[config.mk]
export PLATFORM = sky130hd
export DESIGN_NAME = ucd_top
export DESIGN_NICKNAME = d
export VERILOG_FILES = /design/src/ucd_baud.v /design/src/ucd_fifo.v /design/src/ucd_top.v
export VERILOG_INCLUDE_DIRS = /design/src /design/src/src
export SDC_FILE = /design/constraint.sdc
export NUM_CORES = 2
export LEC_CHECK = 0
export ABC_CLOCK_PERIOD_IN_PS = 7280
export BUFFER_PORTS_ARGS = -buffer_cell sky130_fd_sc_hd__buf_4
export CORE_ASPECT_RATIO = 2
export CORE_MARGIN = 8
export CORE_UTILIZATION = 50
export DETAILED_ROUTE_END_ITERATION = 8
export GPL_TIMING_DRIVEN = 0
export PLACE_DENSITY_LB_ADDON = 0.12
export SLEW_MARGIN = 5
export SYNTH_ARGS = -nofsm -noshare
export SYNTH_HDL_FRONTEND = slang
export SYNTH_SLANG_ARGS = --single-unit
[constraint.sdc]
create_clock -name sys_clk -period 7.28 [get_ports sys_clk]
set_clock_uncertainty 0.2 [all_clocks]
set_input_delay 1.456 -clock sys_clk [delete_from_list [all_inputs] [get_ports sys_clk]]
set_output_delay 1.456 -clock sys_clk [all_outputs]
set_load 0.05 [all_outputs]
[src/ucd_regs.vh]
`ifndef UCD_REGS_VH
`define UCD_REGS_VH
// ----------------------------------------
// Register byte offsets
// ----------------------------------------
`define UCD_A_DATA 8'h00
`define UCD_A_IER 8'h04
`define UCD_A_FIFO 8'h08
`define UCD_A_LCR 8'h0C
`define UCD_A_MCR 8'h10
`define UCD_A_LSR 8'h14
`define UCD_A_MSR 8'h18
`define UCD_A_FEATURE_CONTROL 8'h1C
`define UCD_A_EFR 8'h20
`define UCD_A_TTRG 8'h24
`define UCD_A_RTRG 8'h28
`define UCD_A_XOFF 8'h2C
// ----------------------------------------
// Field positions and reset values
// ----------------------------------------
`define UCD_LCR_DLAB 7
`define UCD_FEATURE_CONTROL_485 5
`define UCD_EFR_ENH 4
`define UCD_MCR_SEL 2
`define UCD_MCR_X8 3
`define UCD_RST_DIV 16'h0001
`define UCD_RST_TRG 8'h01
`define UCD_RST_XOFF 8'h13
`define UCD_RST_LCR 8'h03
// ----------------------------------------
// FIFO depth and timing counts
// ----------------------------------------
`define UCD_FIFO_DEPTH 7'h40
`define UCD_LAST16 4'hF
`define UCD_LAST8 4'h7
`define UCD_HALF16 4'h7
`define UCD_HALF8 4'h3
`define UCD_TOUT_CHARS 8'h04
`define UCD_TOUT_BITS 8'h0C
`define UCD_FRAME_OVH 8'h07
`endif

[src/ucd_baud.v]
`timescale 1ns/1ns
`include "ucd_regs.vh"
module ucd_baud (
  // Clock and reset
  input wire sys_clk,
  input wire resetn,
  // Rate setup
  input wire [15:0] divisor,
  input wire mode8,
  // Ticks
  output reg os_tick,
  output reg bit_tick
);
  reg [15:0] cnt_q;
  reg [3:0] sub_q;
  wire [15:0] lim = (divisor == 16'h0000) ? 16'h0000 : divisor - 16'h0001;
  wire [3:0] last = mode8 ? `UCD_LAST8 : `UCD_LAST16;

  // Divisor counter; zero divisor behaves as one
  always @(posedge sys_clk or negedge resetn) begin
    if (!resetn) begin
      cnt_q <= 16'h0000;
      sub_q <= 4'h0;
      os_tick <= 1'b0;
      bit_tick <= 1'b0;
    end else begin
      os_tick <= (cnt_q >= lim);
      bit_tick <= (cnt_q >= lim) && (sub_q >= last);
      if (cnt_q >= lim) begin
        cnt_q <= 16'h0000;
        sub_q <= (sub_q >= last) ? 4'h0 : sub_q + 4'h1;
      end else begin
        cnt_q <= cnt_q + 16'h0001;
      end
    end
  end
endmodule

[src/ucd_fifo.v]
`timescale 1ns/1ns
`include "ucd_regs.vh"
module ucd_fifo #(
  parameter W = 8
) (
  // Clock and reset
  input wire sys_clk,
  input wire resetn,
  // Control
  input wire flush,
  input wire push,
  input wire [W-1:0] wdata,
  input wire pop,
  // State
  output wire [W-1:0] rdata,
  output reg [6:0] count
);
  reg [W-1:0] mem [0:63];
  reg [5:0] wp_q;
  reg [5:0] rp_q;
  wire do_push = push && (count != `UCD_FIFO_DEPTH);
  wire do_pop = pop && (count != 7'h00);

  assign rdata = mem[rp_q];

  // Storage has no reset; only pointers and count carry state
  always @(posedge sys_clk) begin
    if (do_push) begin
      mem[wp_q] <= wdata;
    end
  end

  // Pointers and fill level
  always @(posedge sys_clk or negedge resetn) begin
    if (!resetn) begin
      wp_q <= 6'h00;
      rp_q <= 6'h00;
      count <= 7'h00;
    end else if (flush) begin
      wp_q <= 6'h00;
      rp_q <= 6'h00;
      count <= 7'h00;
    end else begin
      if (do_push) begin
        wp_q <= wp_q + 6'h01;
      end
      if (do_pop) begin
        rp_q <= rp_q + 6'h01;
      end
      if (do_push && !do_pop) begin
        count <= count + 7'h01;
      end else if (do_pop && !do_push) begin
        count <= count - 7'h01;
      end
    end
  end
endmodule

[src/ucd_top.v]
`timescale 1ns/1ns
`include "ucd_regs.vh"
module ucd_top (
  // Clock and reset
  input wire sys_clk,
  input wire resetn,
  // APB slave
  input wire psel,
  input wire penable,
  input wire pwrite,
  input wire [7:0] paddr,
  input wire [31:0] pwdata,
  output reg [31:0] prdata,
  output reg pready,
  output reg pslverr,
  // Serial line
  input wire rxd,
  output reg txd,
  // Modem pins
  input wire cts_n,
  output reg rts_n,
  output reg dtr_n,
  // Interrupt request
  output reg irq
);
  localparam T_IDLE = 6'b000001;
  localparam T_START = 6'b000010;
  localparam T_DATA = 6'b000100;
  localparam T_PAR = 6'b001000;
  localparam T_STOP = 6'b010000;
  localparam T_TURN = 6'b100000;
  localparam R_IDLE = 5'b00001;
  localparam R_START = 5'b00010;
  localparam R_DATA = 5'b00100;
  localparam R_PAR = 5'b01000;
  localparam R_STOP = 5'b10000;

  // Full test differs: one entry without FIFOs, 64 with
  function full_f(input [6:0] cnt, input en);
    full_f = en ? (cnt == `UCD_FIFO_DEPTH) : (cnt != 7'h00);
  endfunction

  // ----------------------------------------
  // Registers and state
  // ----------------------------------------
  reg [7:0] ier_q, lcr_q, mcr_q, feature_control_q, efr_q, ttrg_q, rtrg_q, xchr_q;
  reg [15:0] div_q;
  reg [3:0] dly_q;
  reg fen_q, ovr_q, xoff_q, cts_chg_q, rts_chg_q, tout_q, dir_q;
  reg rx_s1, rx_s2, rx_s3, cts_s1, cts_s2, cts_s3;
  reg [5:0] ts_q;
  reg [7:0] tsh_q;
  reg [2:0] tbit_q;
  reg [3:0] tos_q, tdly_q;
  reg tstop_q, tpar_q;
  reg [4:0] rs_q;
  reg [7:0] rsh_q;
  reg [2:0] rbit_q;
  reg [3:0] ros_q;
  reg rpar_q, rpe_q;
  reg [6:0] err_q;
  reg [7:0] tcnt_q;
  reg [7:0] rd_d;
  reg hit_d, txd_d;

  wire os_tick, bit_tick;
  wire [7:0] tx_head;
  wire [10:0] rx_head;
  wire [6:0] tx_cnt, rx_cnt;

  // ----------------------------------------
  // Bus decode
  // ----------------------------------------
  wire setup = psel && !penable;
  wire acc = psel && penable && pready;
  wire wr = acc && pwrite && hit_d;
  wire rd = acc && !pwrite && hit_d;
  wire dlab = lcr_q[`UCD_LCR_DLAB];
  wire enh = efr_q[`UCD_EFR_ENH];
  wire rs485 = feature_control_q[`UCD_FEATURE_CONTROL_485];
  wire x8 = mcr_q[`UCD_MCR_X8];
  wire sel_dtr = mcr_q[`UCD_MCR_SEL];
  wire [3:0] half = x8 ? `UCD_HALF8 : `UCD_HALF16;
  wire [3:0] last = x8 ? `UCD_LAST8 : `UCD_LAST16;
  wire w_data = wr && (paddr == `UCD_A_DATA);
  wire w_fcr = wr && (paddr == `UCD_A_FIFO);
  wire r_data = rd && (paddr == `UCD_A_DATA) && !dlab;
  wire r_lsr = rd && (paddr == `UCD_A_LSR);
  wire r_msr = rd && (paddr == `UCD_A_MSR);
  wire r_isr = rd && (paddr == `UCD_A_FIFO);
  wire flush_tx = w_fcr && pwdata[0] && (pwdata[2] || !fen_q);
  wire flush_rx = w_fcr && pwdata[0] && (pwdata[1] || !fen_q);
  wire tx_push = w_data && !dlab && !full_f(tx_cnt, fen_q);
  wire rx_pop = r_data && (rx_cnt != 7'h00);

  // ----------------------------------------
  // Transmit side
  // ----------------------------------------
  wire t_end = os_tick && (tos_q == last);
  wire t_go = (ts_q == T_IDLE || ts_q == T_TURN) && (tx_cnt != 7'h00);
  wire t_next = (ts_q == T_STOP) && t_end && !tstop_q && (tx_cnt != 7'h00);
  wire tx_pop = t_go || t_next;
  wire tx_idle = (ts_q == T_IDLE) || (ts_q == T_TURN);
  wire [2:0] wl_last = {1'b1, lcr_q[1:0]};
  wire tpbit = lcr_q[5] ? !lcr_q[4] : (lcr_q[4] ? tpar_q : !tpar_q);

  // ----------------------------------------
  // Receive side
  // ----------------------------------------
  wire r_end = os_tick && (ros_q == last);
  wire [7:0] r_data8 = rsh_q >> (2'd3 - lcr_q[1:0]);
  wire r_fe = !rx_s2;
  wire r_brk = (r_data8 == 8'h00) && !rx_s2;
  wire r_push = (rs_q == R_STOP) && r_end;
  wire rx_full = full_f(rx_cnt, fen_q);
  wire [10:0] r_word = {r_brk, r_fe, rpe_q, r_data8};
  wire r_err = r_fe || rpe_q || r_brk;
  wire h_err = (rx_cnt != 7'h00) && (rx_head[10:8] != 3'b000);
  wire below = {1'b0, rx_cnt} < rtrg_q;
  wire [7:0] tlim = `UCD_TOUT_CHARS * ({6'h00, lcr_q[1:0]} + `UCD_FRAME_OVH)
                  + `UCD_TOUT_BITS;

  // ----------------------------------------
  // Status and interrupt sources
  // ----------------------------------------
  wire lsr6 = (tx_cnt == 7'h00) && tx_idle;
  wire lsr5 = (tx_cnt == 7'h00);
  wire [7:0] line_status = {err_q != 7'h00, lsr6, lsr5,
                    h_err ? rx_head[10:8] : 3'b000, ovr_q,
                    rx_cnt != 7'h00};
  wire rx_av = fen_q ? !below : (rx_cnt != 7'h00);
  wire thr_src = rs485 ? lsr6
               : (fen_q ? ({1'b0, tx_cnt} < ttrg_q) : lsr5);
  wire [7:0] src = {cts_chg_q, rts_chg_q, xoff_q, tout_q,
                    cts_chg_q, ovr_q || h_err, thr_src, rx_av};
  wire [7:0] ien = {ier_q[7:5] & {3{enh}},
                    ier_q[0], ier_q[3:0]};
  // Drop unless a turnaround is owed, so no stale direction is left over
  wire dir_drop = (ts_q == T_STOP) && t_end && !tstop_q && !t_next
                  && (!rs485 || dly_q == 4'h0);
  wire rts_n_d = (rs485 && !sel_dtr) ? !dir_q : !mcr_q[1];
  wire dtr_n_d = (rs485 && sel_dtr) ? !dir_q : !mcr_q[0];

  // ----------------------------------------
  // Submodules
  // ----------------------------------------
  ucd_baud u_baud (
    .sys_clk(sys_clk),
    .resetn(resetn),
    .divisor(div_q),
    .mode8(x8),
    .os_tick(os_tick),
    .bit_tick(bit_tick)
  );

  ucd_fifo #(.W(8)) u_txf (
    .sys_clk(sys_clk),
    .resetn(resetn),
    .flush(flush_tx),
    .push(tx_push),
    .wdata(pwdata[7:0]),
    .pop(tx_pop),
    .rdata(tx_head),
    .count(tx_cnt)
  );

  ucd_fifo #(.W(11)) u_rxf (
    .sys_clk(sys_clk),
    .resetn(resetn),
    .flush(flush_rx),
    .push(r_push && !rx_full),
    .wdata(r_word),
    .pop(rx_pop),
    .rdata(rx_head),
    .count(rx_cnt)
  );

  // Read mux; divisor overlays data and enable words
  always @* begin
    hit_d = 1'b1;
    case (paddr)
      `UCD_A_DATA: rd_d = dlab ? div_q[7:0] : rx_head[7:0];
      `UCD_A_IER: rd_d = dlab ? div_q[15:8] : ier_q;
      `UCD_A_FIFO: rd_d = src;
      `UCD_A_LCR: rd_d = lcr_q;
      `UCD_A_MCR: rd_d = mcr_q;
      `UCD_A_LSR: rd_d = line_status;
      `UCD_A_MSR: rd_d = {dly_q, !cts_s2, 1'b0, rts_chg_q, cts_chg_q};
      `UCD_A_FEATURE_CONTROL: rd_d = feature_control_q;
      `UCD_A_EFR: rd_d = efr_q;
      `UCD_A_TTRG: rd_d = {1'b0, tx_cnt};
      `UCD_A_RTRG: rd_d = {1'b0, rx_cnt};
      `UCD_A_XOFF: rd_d = xchr_q;
      default: begin
        rd_d = 8'h00;
        hit_d = 1'b0;
      end
    endcase
  end

  // Line level from transmit state; break forces low
  always @* begin
    case (ts_q)
      T_START: txd_d = 1'b0;
      T_DATA: txd_d = tsh_q[0];
      T_PAR: txd_d = tpbit;
      default: txd_d = 1'b1;
    endcase
  end

  // APB answer with no wait state, data latched at setup
  always @(posedge sys_clk or negedge resetn) begin
    if (!resetn) begin
      pready <= 1'b0;
      prdata <= 32'h00000000;
      pslverr <= 1'b0;
    end else begin
      pready <= setup;
      pslverr <= setup && !hit_d;
      if (setup) begin
        prdata <= {24'h000000, rd_d};
      end
    end
  end

  // Software-written registers
  always @(posedge sys_clk or negedge resetn) begin
    if (!resetn) begin
      ier_q <= 8'h00;
      lcr_q <= `UCD_RST_LCR;
      mcr_q <= 8'h00;
      feature_control_q <= 8'h00;
      efr_q <= 8'h00;
      ttrg_q <= `UCD_RST_TRG;
      rtrg_q <= `UCD_RST_TRG;
      xchr_q <= `UCD_RST_XOFF;
      div_q <= `UCD_RST_DIV;
      dly_q <= 4'h0;
      fen_q <= 1'b0;
    end else if (wr) begin
      case (paddr)
        `UCD_A_DATA: if (dlab) div_q[7:0] <= pwdata[7:0];
        `UCD_A_IER: begin
          if (dlab) begin
            div_q[15:8] <= pwdata[7:0];
          end else begin
            ier_q <= pwdata[7:0];
          end
        end
        `UCD_A_FIFO: fen_q <= pwdata[0];
        `UCD_A_LCR: lcr_q <= pwdata[7:0];
        `UCD_A_MCR: mcr_q <= pwdata[7:0];
        `UCD_A_MSR: dly_q <= pwdata[7:4];
        `UCD_A_FEATURE_CONTROL: feature_control_q <= pwdata[7:0];
        `UCD_A_EFR: efr_q <= pwdata[7:0];
        `UCD_A_TTRG: ttrg_q <= pwdata[7:0];
        `UCD_A_RTRG: rtrg_q <= pwdata[7:0];
        `UCD_A_XOFF: xchr_q <= pwdata[7:0];
        default: fen_q <= fen_q;
      endcase
    end
  end

  // Two-flop synchronisers; third flop only feeds edge detect
  always @(posedge sys_clk or negedge resetn) begin
    if (!resetn) begin
      rx_s1 <= 1'b1;
      rx_s2 <= 1'b1;
      rx_s3 <= 1'b1;
      cts_s1 <= 1'b1;
      cts_s2 <= 1'b1;
      cts_s3 <= 1'b1;
    end else begin
      rx_s1 <= rxd;
      rx_s2 <= rx_s1;
      rx_s3 <= rx_s2;
      cts_s1 <= cts_n;
      cts_s2 <= cts_s1;
      cts_s3 <= cts_s2;
    end
  end

  // Transmit sequencer
  always @(posedge sys_clk or negedge resetn) begin
    if (!resetn) begin
      ts_q <= T_IDLE;
      tsh_q <= 8'h00;
      tbit_q <= 3'h0;
      tos_q <= 4'h0;
      tstop_q <= 1'b0;
      tpar_q <= 1'b0;
      tdly_q <= 4'h0;
      dir_q <= 1'b0;
    end else begin
      tos_q <= (tx_pop || t_end) ? 4'h0
             : (os_tick ? tos_q + 4'h1 : tos_q);
      case (ts_q)
        T_IDLE, T_TURN: begin
          if (t_go) begin
            ts_q <= T_START;
            tsh_q <= tx_head;
            tpar_q <= 1'b0;
            dir_q <= 1'b1;
          end else if (ts_q == T_TURN && t_end) begin
            tdly_q <= tdly_q - 4'h1;
            if (tdly_q == 4'h1) begin
              ts_q <= T_IDLE;
              dir_q <= 1'b0;
            end
          end
        end
        T_START: begin
          if (t_end) begin
            ts_q <= T_DATA;
            tbit_q <= 3'h0;
          end
        end
        T_DATA: begin
          if (t_end) begin
            tpar_q <= tpar_q ^ tsh_q[0];
            tsh_q <= {1'b0, tsh_q[7:1]};
            tbit_q <= tbit_q + 3'h1;
            if (tbit_q == wl_last) begin
              ts_q <= lcr_q[3] ? T_PAR : T_STOP;
              tstop_q <= lcr_q[2];
            end
          end
        end
        T_PAR: begin
          if (t_end) begin
            ts_q <= T_STOP;
          end
        end
        T_STOP: begin
          if (t_end) begin
            if (tstop_q) begin
              tstop_q <= 1'b0;
            end else if (t_next) begin
              ts_q <= T_START;
              tsh_q <= tx_head;
              tpar_q <= 1'b0;
            end else if (rs485 && dly_q != 4'h0) begin
              ts_q <= T_TURN;
              tdly_q <= dly_q;
            end else begin
              ts_q <= T_IDLE;
              if (dir_drop) begin
                dir_q <= 1'b0;
              end
            end
          end
        end
        default: ts_q <= T_IDLE;
      endcase
    end
  end

  // Receive sequencer, sampling mid-bit
  always @(posedge sys_clk or negedge resetn) begin
    if (!resetn) begin
      rs_q <= R_IDLE;
      rsh_q <= 8'h00;
      rbit_q <= 3'h0;
      ros_q <= 4'h0;
      rpar_q <= 1'b0;
      rpe_q <= 1'b0;
    end else begin
      case (rs_q)
        R_IDLE: begin
          ros_q <= 4'h0;
          if (rx_s3 && !rx_s2) begin
            rs_q <= R_START;
          end
        end
        R_START: begin
          if (os_tick) begin
            ros_q <= ros_q + 4'h1;
            if (ros_q == half) begin
              ros_q <= 4'h0;
              rs_q <= rx_s2 ? R_IDLE : R_DATA;
              rbit_q <= 3'h0;
              rpar_q <= 1'b0;
              rpe_q <= 1'b0;
            end
          end
        end
        R_DATA: begin
          ros_q <= r_end ? 4'h0 : (os_tick ? ros_q + 4'h1 : ros_q);
          if (r_end) begin
            rsh_q <= {rx_s2, rsh_q[7:1]};
            rpar_q <= rpar_q ^ rx_s2;
            rbit_q <= rbit_q + 3'h1;
            if (rbit_q == wl_last) begin
              rs_q <= lcr_q[3] ? R_PAR : R_STOP;
            end
          end
        end
        R_PAR: begin
          ros_q <= r_end ? 4'h0 : (os_tick ? ros_q + 4'h1 : ros_q);
          if (r_end) begin
            rpe_q <= lcr_q[5] ? (rx_s2 == lcr_q[4])
                   : (lcr_q[4] ? (rpar_q ^ rx_s2) : !(rpar_q ^ rx_s2));
            rs_q <= R_STOP;
          end
        end
        R_STOP: begin
          ros_q <= r_end ? 4'h0 : (os_tick ? ros_q + 4'h1 : ros_q);
          if (r_end) begin
            rs_q <= R_IDLE; // Break must go high before a new start
          end
        end
        default: rs_q <= R_IDLE;
      endcase
    end
  end

  // Error count, time-out and sticky event flags; set beats clear
  always @(posedge sys_clk or negedge resetn) begin
    if (!resetn) begin
      err_q <= 7'h00;
      tcnt_q <= 8'h00;
      tout_q <= 1'b0;
      ovr_q <= 1'b0;
      xoff_q <= 1'b0;
      cts_chg_q <= 1'b0;
      rts_chg_q <= 1'b0;
    end else begin
      if (flush_rx) begin
        err_q <= 7'h00;
      end else begin
        err_q <= err_q + {6'h00, r_push && !rx_full && r_err}
               - {6'h00, rx_pop && h_err};
      end
      if (r_push || rx_pop || !fen_q || rx_cnt == 7'h00 || !below) begin
        tcnt_q <= 8'h00;
        tout_q <= 1'b0;
      end else if (bit_tick && tcnt_q != tlim) begin
        tcnt_q <= tcnt_q + 8'h01;
      end else if (tcnt_q == tlim) begin
        tout_q <= 1'b1;
      end
      ovr_q <= (r_push && rx_full) || (ovr_q && !r_lsr);
      xoff_q <= (r_push && !r_fe && r_data8 == xchr_q)
                || (xoff_q && !r_isr);
      cts_chg_q <= (cts_s2 != cts_s3) || (cts_chg_q && !r_msr);
      rts_chg_q <= (rts_n_d != rts_n) || (rts_chg_q && !r_msr);
    end
  end

  // Pin and interrupt outputs
  always @(posedge sys_clk or negedge resetn) begin
    if (!resetn) begin
      txd <= 1'b1;
      rts_n <= 1'b1;
      dtr_n <= 1'b1;
      irq <= 1'b0;
    end else begin
      txd <= txd_d && !lcr_q[6];
      rts_n <= rts_n_d;
      dtr_n <= dtr_n_d;
      irq <= (src & ien) != 8'h00;
    end
  end
endmodule

# After elaboration in Yosys (flattened, before gate mapping)
# Memories as Yosys holds them, arrays and structs flattened.
# Cells that the tools add are included.
totals:
  register_bits: 235
  mem_bits_rw: 1216
  inputBits: 47
  memories: 2
  elab_cells: 433
  out_inout_bits: 38
classes:
  order_cmp: 4
  reduce_logical: 159
  add_sub_neg: 22
  n_shift: 1
  n_bitwise: 5
  n_eq_ne: 63
  mux: 121
mem_list:
  columns: ["name", "words", "word_bits", "rd", "rd_ports_with_merged_regs", "write_ports", "line_no", "text"]
  rows:
  - ["u_rxf.mem", 64, 11, 1, 0, 1, "ucd_fifo.v:18", "reg [W-1:0] mem [0:63];"]
  - ["u_txf.mem", 64, 8, 1, 0, 1, "ucd_fifo.v:18", null]
ops:
  columns: ["cell", "n"]
  rows:
  - ["6-bit two-way mux", 19]
  - ["8-bit case mux with 12 select lines", 1]
  - ["8-bit two-way mux", 9]
  - ["1-bit logical AND", 59]
  - ["4-bit two-way mux", 14]
  - ["7-bit two-way mux", 7]
  - ["5-bit two-way mux", 9]
  - ["2-bit inequality test (second input constant)", 20]
  - ["1-bit two-way mux", 39]
  - ["8-bit by 5-bit equality test with 1-bit output (second input constant)", 4]
  - ["8-bit by 6-bit equality test with 1-bit output (second input constant)", 4]
  - ["16-bit two-way mux", 2]
  - ["6-bit case mux with 5 select lines", 1]
  - ["1-bit zero test", 28]
  - ["5-bit case mux with 5 select lines", 1]
  - ["6-bit by 1-bit adder with 6-bit output (second input constant)", 4]
  - ["3-bit two-way mux", 8]
  - ["8-bit case mux with 3 select lines", 1]
  - ["2-bit nonzero test", 12]
  - ["2-bit AND reduction", 11]
  - ["7-bit nonzero test", 3]
  - ["1-bit logical OR", 17]
  - ["16-bit by 1-bit adder with 16-bit output (second input constant)", 1]
  - ["8-bit by 4-bit equality test with 1-bit output (second input constant)", 2]
  - ["other kinds (66)", 99]

# Longest topological paths before layout
logic_depth:
  ltp_word: 15
  ltp_mapped: 23
  depth_no_buf: 19

# Cells and area by module
# Synthesis repeated with hierarchy kept, for this count alone.
hier_totals:
  cells_unflattened: 3575
  hier_area_um2: 60958.5
modules_own_cells:
  columns: ["mod", "n_inst", "cells_per_inst", "area_per_inst_um2", "seq_area_each_um2"]
  rows:
  - ["ucd_fifo at u_rxf", 1, 1362, 28285.9, 21615.7]
  - ["ucd_fifo at u_txf", 1, 1066, 21077.7, 15850.2]
  - ["ucd_top", 1, 952, 9865.7, 4403.0]
  - ["ucd_baud", 1, 195, 1729.2, 550.5]

# Worst setup path after synthesis
# OpenSTA, ideal clock, no wires.
synth_timing:
  path_kind: "register to register"
  startpoint: "reg lcr_q[0]"
  endpoint: "mem u_rxf.mem[0][10], data pin"
  stages_incl_launch_ff: 9
  required_ns: 6.217
  setup_slack_ns: -0.323
  t_arrival_ns: 6.540
  path_buffers: 2
  synth_period_minus_slack_ns: 7.603
  setup_ns: 0.863
  path_cell_list: "dfstp_2 > clkbuf_1 > buf_1 > mux2_2 > nand2_1 > o21ai_0 > nor2_1 > nand2_1 > nor4_1"
synth_via:
  elab_chain_len: 4
synth_rtl:
  columns: ["element", "line_no", "text"]
  rows:
  - ["start, declared", "ucd_top.v:46", "reg [7:0] ier_q, lcr_q, mcr_q, feature_control_q, efr_q, ttrg_q, rtrg_q, xchr_q;"]
  - ["start signal, assigned", "ucd_top.v:230", "lcr_q <= `UCD_RST_LCR;"]
  - ["start signal, assigned", "ucd_top.v:251", "`UCD_A_LCR: lcr_q <= pwdata[7:0];"]
  - ["2-bit subtractor", "ucd_top.v:111", "wire [7:0] r_data8 = rsh_q >> (2'd3 - lcr_q[1:0]);"]
  - ["8-bit by 2-bit right shift with 8-bit output", "ucd_top.v:111", null]
  - ["named net r_data8[5]", "ucd_top.v:111", null]
  - ["8-bit zero test", "ucd_top.v:113", "wire r_brk = (r_data8 == 8'h00) && !rx_s2;"]
  - ["1-bit logical AND", "ucd_top.v:113", null]
  - ["named net r_brk", "ucd_top.v:113", null]
  - ["end, declared", "ucd_fifo.v:18", null]
# The timed path passes the listed nets, and every way through them passes these cells.

# Worst setup path after layout
layout_timing:
  startpoint: "reg u_rxf.rp_q[1]"
  endpoint: "reg err_q[6]"
layout_via:
  elab_chain_len: 6
layout_rtl:
  columns: ["element", "line_no", "text"]
  rows:
  - ["start, declared", "ucd_fifo.v:20", "reg [5:0] rp_q;"]
  - ["start signal, assigned", "ucd_fifo.v:48", "rp_q <= rp_q + 6'h01;"]
  - ["memory read 64 x 11 bit", null, null]
  - ["3-bit nonzero test", "ucd_top.v:118", "wire h_err = (rx_cnt != 7'h00) && (rx_head[10:8] != 3'b000);"]
  - ["1-bit logical AND", "ucd_top.v:118", null]
  - ["1-bit logical AND", "ucd_top.v:432", "- {6'h00, rx_pop && h_err};"]
  - ["7-bit by 1-bit subtractor with 7-bit output", "ucd_top.v:432", null]
  - ["7-bit two-way mux", "ucd_top.v:428", "if (flush_rx) begin"]
  - ["end signal, assigned", "ucd_top.v:431", "err_q <= err_q + {6'h00, r_push && !rx_full && r_err}"]
  - ["end, declared", "ucd_top.v:61", "reg [6:0] err_q;"]
# No other way between the ends.
# A chain may end at the register's enable or synchronous reset.

==> impl_summary.log <==
INFO  metric status = complete, no violations
INFO  metric fmax = 146 MHz
INFO  metric post_detailed_route_count_of_antenna_violating_nets = 0
INFO  metric syn_inst = 3,559
INFO  metric worstReg2RegStart = u_rxf.rp_q[1]
INFO  metric startpoint = u_rxf.rp_q[1]
INFO  metric synth_area_leader_cell = sky130_fd_sc_hd__edfxtp_1
INFO  metric clock-sinks = 1,451
INFO  metric finalHoldWorstSlack = 0.157 ns
INFO  metric grt_antenna_before_repair = 9
INFO  metric syn_area = 60,300 um2
INFO  metric critical_path_required = 7.76 ns
INFO  metric cell_area_power_density = 289 nW/um2
INFO  metric final_net_count = 3,885
INFO  metric tritoncts_clock_tree = yes
INFO  metric synthesis.area_per_instance = 17.0 um2
INFO  metric setup.worst_path.start_class = flop
INFO  metric setup_viol = 0
INFO  metric gp_routability_congestion = 0.991
INFO  metric postCtsSetupRepairBufs = 0
INFO  metric yosys-top-cells-count = 1,216 x sky130_fd_sc_hd__edfxtp_1, 282 x sky130_fd_sc_hd__nor2_1, 265 x sky130_fd_sc_hd__mux4_2
INFO  metric synth_seq_area_share = 70.3%
INFO  metric hold_buffers = 0
INFO  metric top_count_cell_post_synth = sky130_fd_sc_hd__edfxtp_1
INFO  metric netlist_top_cells_area = sky130_fd_sc_hd__edfxtp_1 61%, sky130_fd_sc_hd__mux4_2 9.9%, sky130_fd_sc_hd__dfrtp_1 9.0%
INFO  metric critical_path_fanouts_max = 10
INFO  metric grt_first_pass_wirelength = 248,000 um
INFO  metric clock_tree.buffer_depth = 3
INFO  metric final_design_area_no_fill = 67,400 um2
INFO  metric vdd_ir_drop_max = 0.215 mV
INFO  metric drive_gt1_share = 19.6%
INFO  metric horizontal_die_dimension = 262 um
INFO  metric layout.cells.non_filler = 5,433
INFO  metric clk_latency = 0.78 ns
INFO  metric dp_hpwl = 124,000 um
INFO  metric start_util = 50.3%
INFO  metric grt_max_degree = 94
INFO  metric slew_viol_final = 0
INFO  metric utilization = 56.2%
INFO  metric rsz0062_at_grt = no
INFO  metric wirelength = 174,000 um
INFO  metric synth_ff_type = sky130_fd_sc_hd__edfxtp_1
INFO  metric transition_time_at_the_pin_with_the_least_slew_margin = 1.42 ns
INFO  metric drv.max_cap_violation_count = 0
INFO  metric wirelength_per_cell = 32.0 um
INFO  metric grt_remaining_overflow = 0
INFO  metric cts_buffers = 121
INFO  metric post_cts_resize_count = 0
INFO  metric residual_drc = 0
INFO  metric post-route-period-util = 94.2%
INFO  metric slew-limit-headroom = 5.18%
INFO  metric placed_cell_area = 63,200 um2
INFO  metric post-layout-total-power = 19.5 mW
INFO  metric final.min_clock_period = 6.86 ns
INFO  metric flow.area_growth_from_synthesis = 11.7%
INFO  metric grt_util_all_layers = 26.4%
INFO  metric ctsRootBufferMaster = sky130_fd_sc_hd__clkbuf_16
INFO  metric rows = 180
INFO  metric final_hold_vio_count = 0
INFO  metric drt_pass1_iterations = 7
INFO  metric full_die_area = 133,000 um2
INFO  metric ios = 85
INFO  metric p_leak = 21.7 nW
INFO  metric synth.yosys.warnings = 0
INFO  metric worstSetupEndpoint = err_q[6]
INFO  metric die-height = 507 um
INFO  metric ctsHtreeMaxLevel = 3
INFO  metric rrSetupSlack = 0.42 ns
INFO  metric detail_route.iter0.violations = 2,775
INFO  metric cp_data_arrival_time = 7.34 ns
INFO  metric synth.distinct_cells = 83
INFO  metric synth_enable_flop_cells = 1,216
INFO  metric worst_setup_path_end_kind = flop
INFO  metric number_of_flip_flops_and_latches_in_the_synthesized_netlist = 1,451
INFO  metric dr_total_vias = 33,364
INFO  metric timing.hold.worst.class = flop to flop
INFO  metric placed_cells = 5,191
INFO  metric criticalPathCategory = flop to flop
INFO  metric placeableCoreArea = 120,000 um2
INFO  metric asyncSetResetFlopFracSynth = 16.2%
INFO  metric post_drt_via_cell_ratio = 6.14
INFO  metric number_of_global_route_vias_before_repair = 34,522
INFO  metric synth_top_area_share = 60.5%
INFO  metric reg2reg_to = err_q[6]
INFO  metric reg2regPathDepth = 22
INFO  metric placement.io_buffers = 36
INFO  metric fillerInstances = 9,400
INFO  metric clk_pin_slew = 0.07 ns
-- layout by cell type (no fill, tap or decap), drive strengths merged, types with 64 or more instances in the layout --
cell type	n
clkbuf	246
mux2i	179
o221ai	70
edfxtp	1216
nor2	285
a21oi	106
mux4	265
ha	67
dfrtp	216
buf	159
o21ai	84
mux2	83
clkinv	64
nand2	178
-- logic make-up after synthesis --
family                   synth area share (%)
other                                 0.00621
adder cells (fa/ha/maj)                  1.49
multiplexers                             14.4
XOR/XNOR                                 1.37
AND/OR/NAND/NOR                          5.50
buffers and inverters                    1.94
flip-flops                               70.3
AO/OA/AOI/OAI                            4.99
-- worst max-delay path, cell delays in order (launching register included) --
cell and delay [ns]:
sky130_fd_sc_hd__dfrtp_1 0.36, sky130_fd_sc_hd__buf_2 0.19, sky130_fd_sc_hd__clkbuf_1 0.96, sky130_fd_sc_hd__clkbuf_1 0.98
sky130_fd_sc_hd__mux4_2 0.45, sky130_fd_sc_hd__nand2_1 0.08, sky130_fd_sc_hd__nand2_1 0.13, sky130_fd_sc_hd__a2111oi_0 0.99
sky130_fd_sc_hd__nand3_1 0.26, sky130_fd_sc_hd__nor2_1 0.26, sky130_fd_sc_hd__nor2_1 0.07, sky130_fd_sc_hd__ha_1 0.27
sky130_fd_sc_hd__inv_1 0.04, sky130_fd_sc_hd__ha_1 0.19, sky130_fd_sc_hd__inv_1 0.08, sky130_fd_sc_hd__fa_1 0.20
sky130_fd_sc_hd__inv_1 0.05, sky130_fd_sc_hd__a21oi_1 0.15, sky130_fd_sc_hd__o21bai_1 0.11, sky130_fd_sc_hd__a21oi_1 0.16
sky130_fd_sc_hd__nor2_1 0.06, sky130_fd_sc_hd__or3_1 0.34, sky130_fd_sc_hd__a21oi_1 0.15
-- metal layers --
layer  vias up  part of all wire [%]  wire (um)  track usage (%)
met5         -                0.0069         12                0
li1      14465                     -          -                -
met4         2                   8.3      14400             18.5
met3       423                   4.4       7740             3.41
met1     17341                    32      56500             27.1
met2      1133                    55      95300             48.9
-- flip-flops by register name (all words and copies together), names as in the netlist, 16 cells and up --
| signal | cells |
|---|---|
| u_baud.cnt_q | 16 |
| div_q | 16 |
| u_txf.mem | 512 |
| u_rxf.mem | 704 |
-- per-stage QoR --
step / TNS (ns) / worst slack (ns)
2_1_floorplan: 0 / 0.160
4_1_cts: 0 / 0.510
3_3_place_gp: -429.71 / -6.73
5_1_grt: 0 / 0.227
3_5_place_dp: 0 / 0.527
6_report: 0 / 0.421
-- worst min-delay path by stage --
stage | end | slack [ns] | depth (start not counted) | startpoint
after floorplan | cts_s2 | 0.15 | 0 | cts_s1
after global placement | rx_s2 | 0.15 | 0 | rx_s1
after detailed placement | rx_s2 | 0.15 | 0 | rx_s1
after CTS | rx_s2 | 0.16 | 0 | rx_s1
after global routing | rx_s2 | 0.16 | 0 | rx_s1
final | rx_s2 | 0.16 | 0 | rx_s1
-- layout make-up --
| type | count | area [um2] | share of cell area [%] |
|---|---|---|---|
| Sequential cell | 1451 | 42400 | 62.9 |
| Buffer | 203 | 950 | 1.41 |
| Clock buffer | 139 | 3110 | 4.61 |
| Timing Repair Buffer | 63 | 714 | 1.06 |
| Multi-Input combinational cell | 1867 | 17000 | 25.2 |
| Inverter | 61 | 229 | 0.340 |
| Tap cell | 1547 | 1940 | 2.87 |
| Clock inverter | 92 | 1070 | 1.59 |
| Antenna cell | 10 | 25.0 | 0.0371 |
-- power breakdown --
group / switching (mW) / leakage [nW] / total, mW / internal (mW)
Sequential: 0.142 / 13.2 / 9.22 / 9.08
Combinational: 2.17 / 6.49 / 3.40 / 1.22
Clock: 3.13 / 2.00 / 6.83 / 3.70
Total: 5.45 / 21.7 / 19.5 / 14.0
Note: power is estimated with default switching activity, not from simulation.
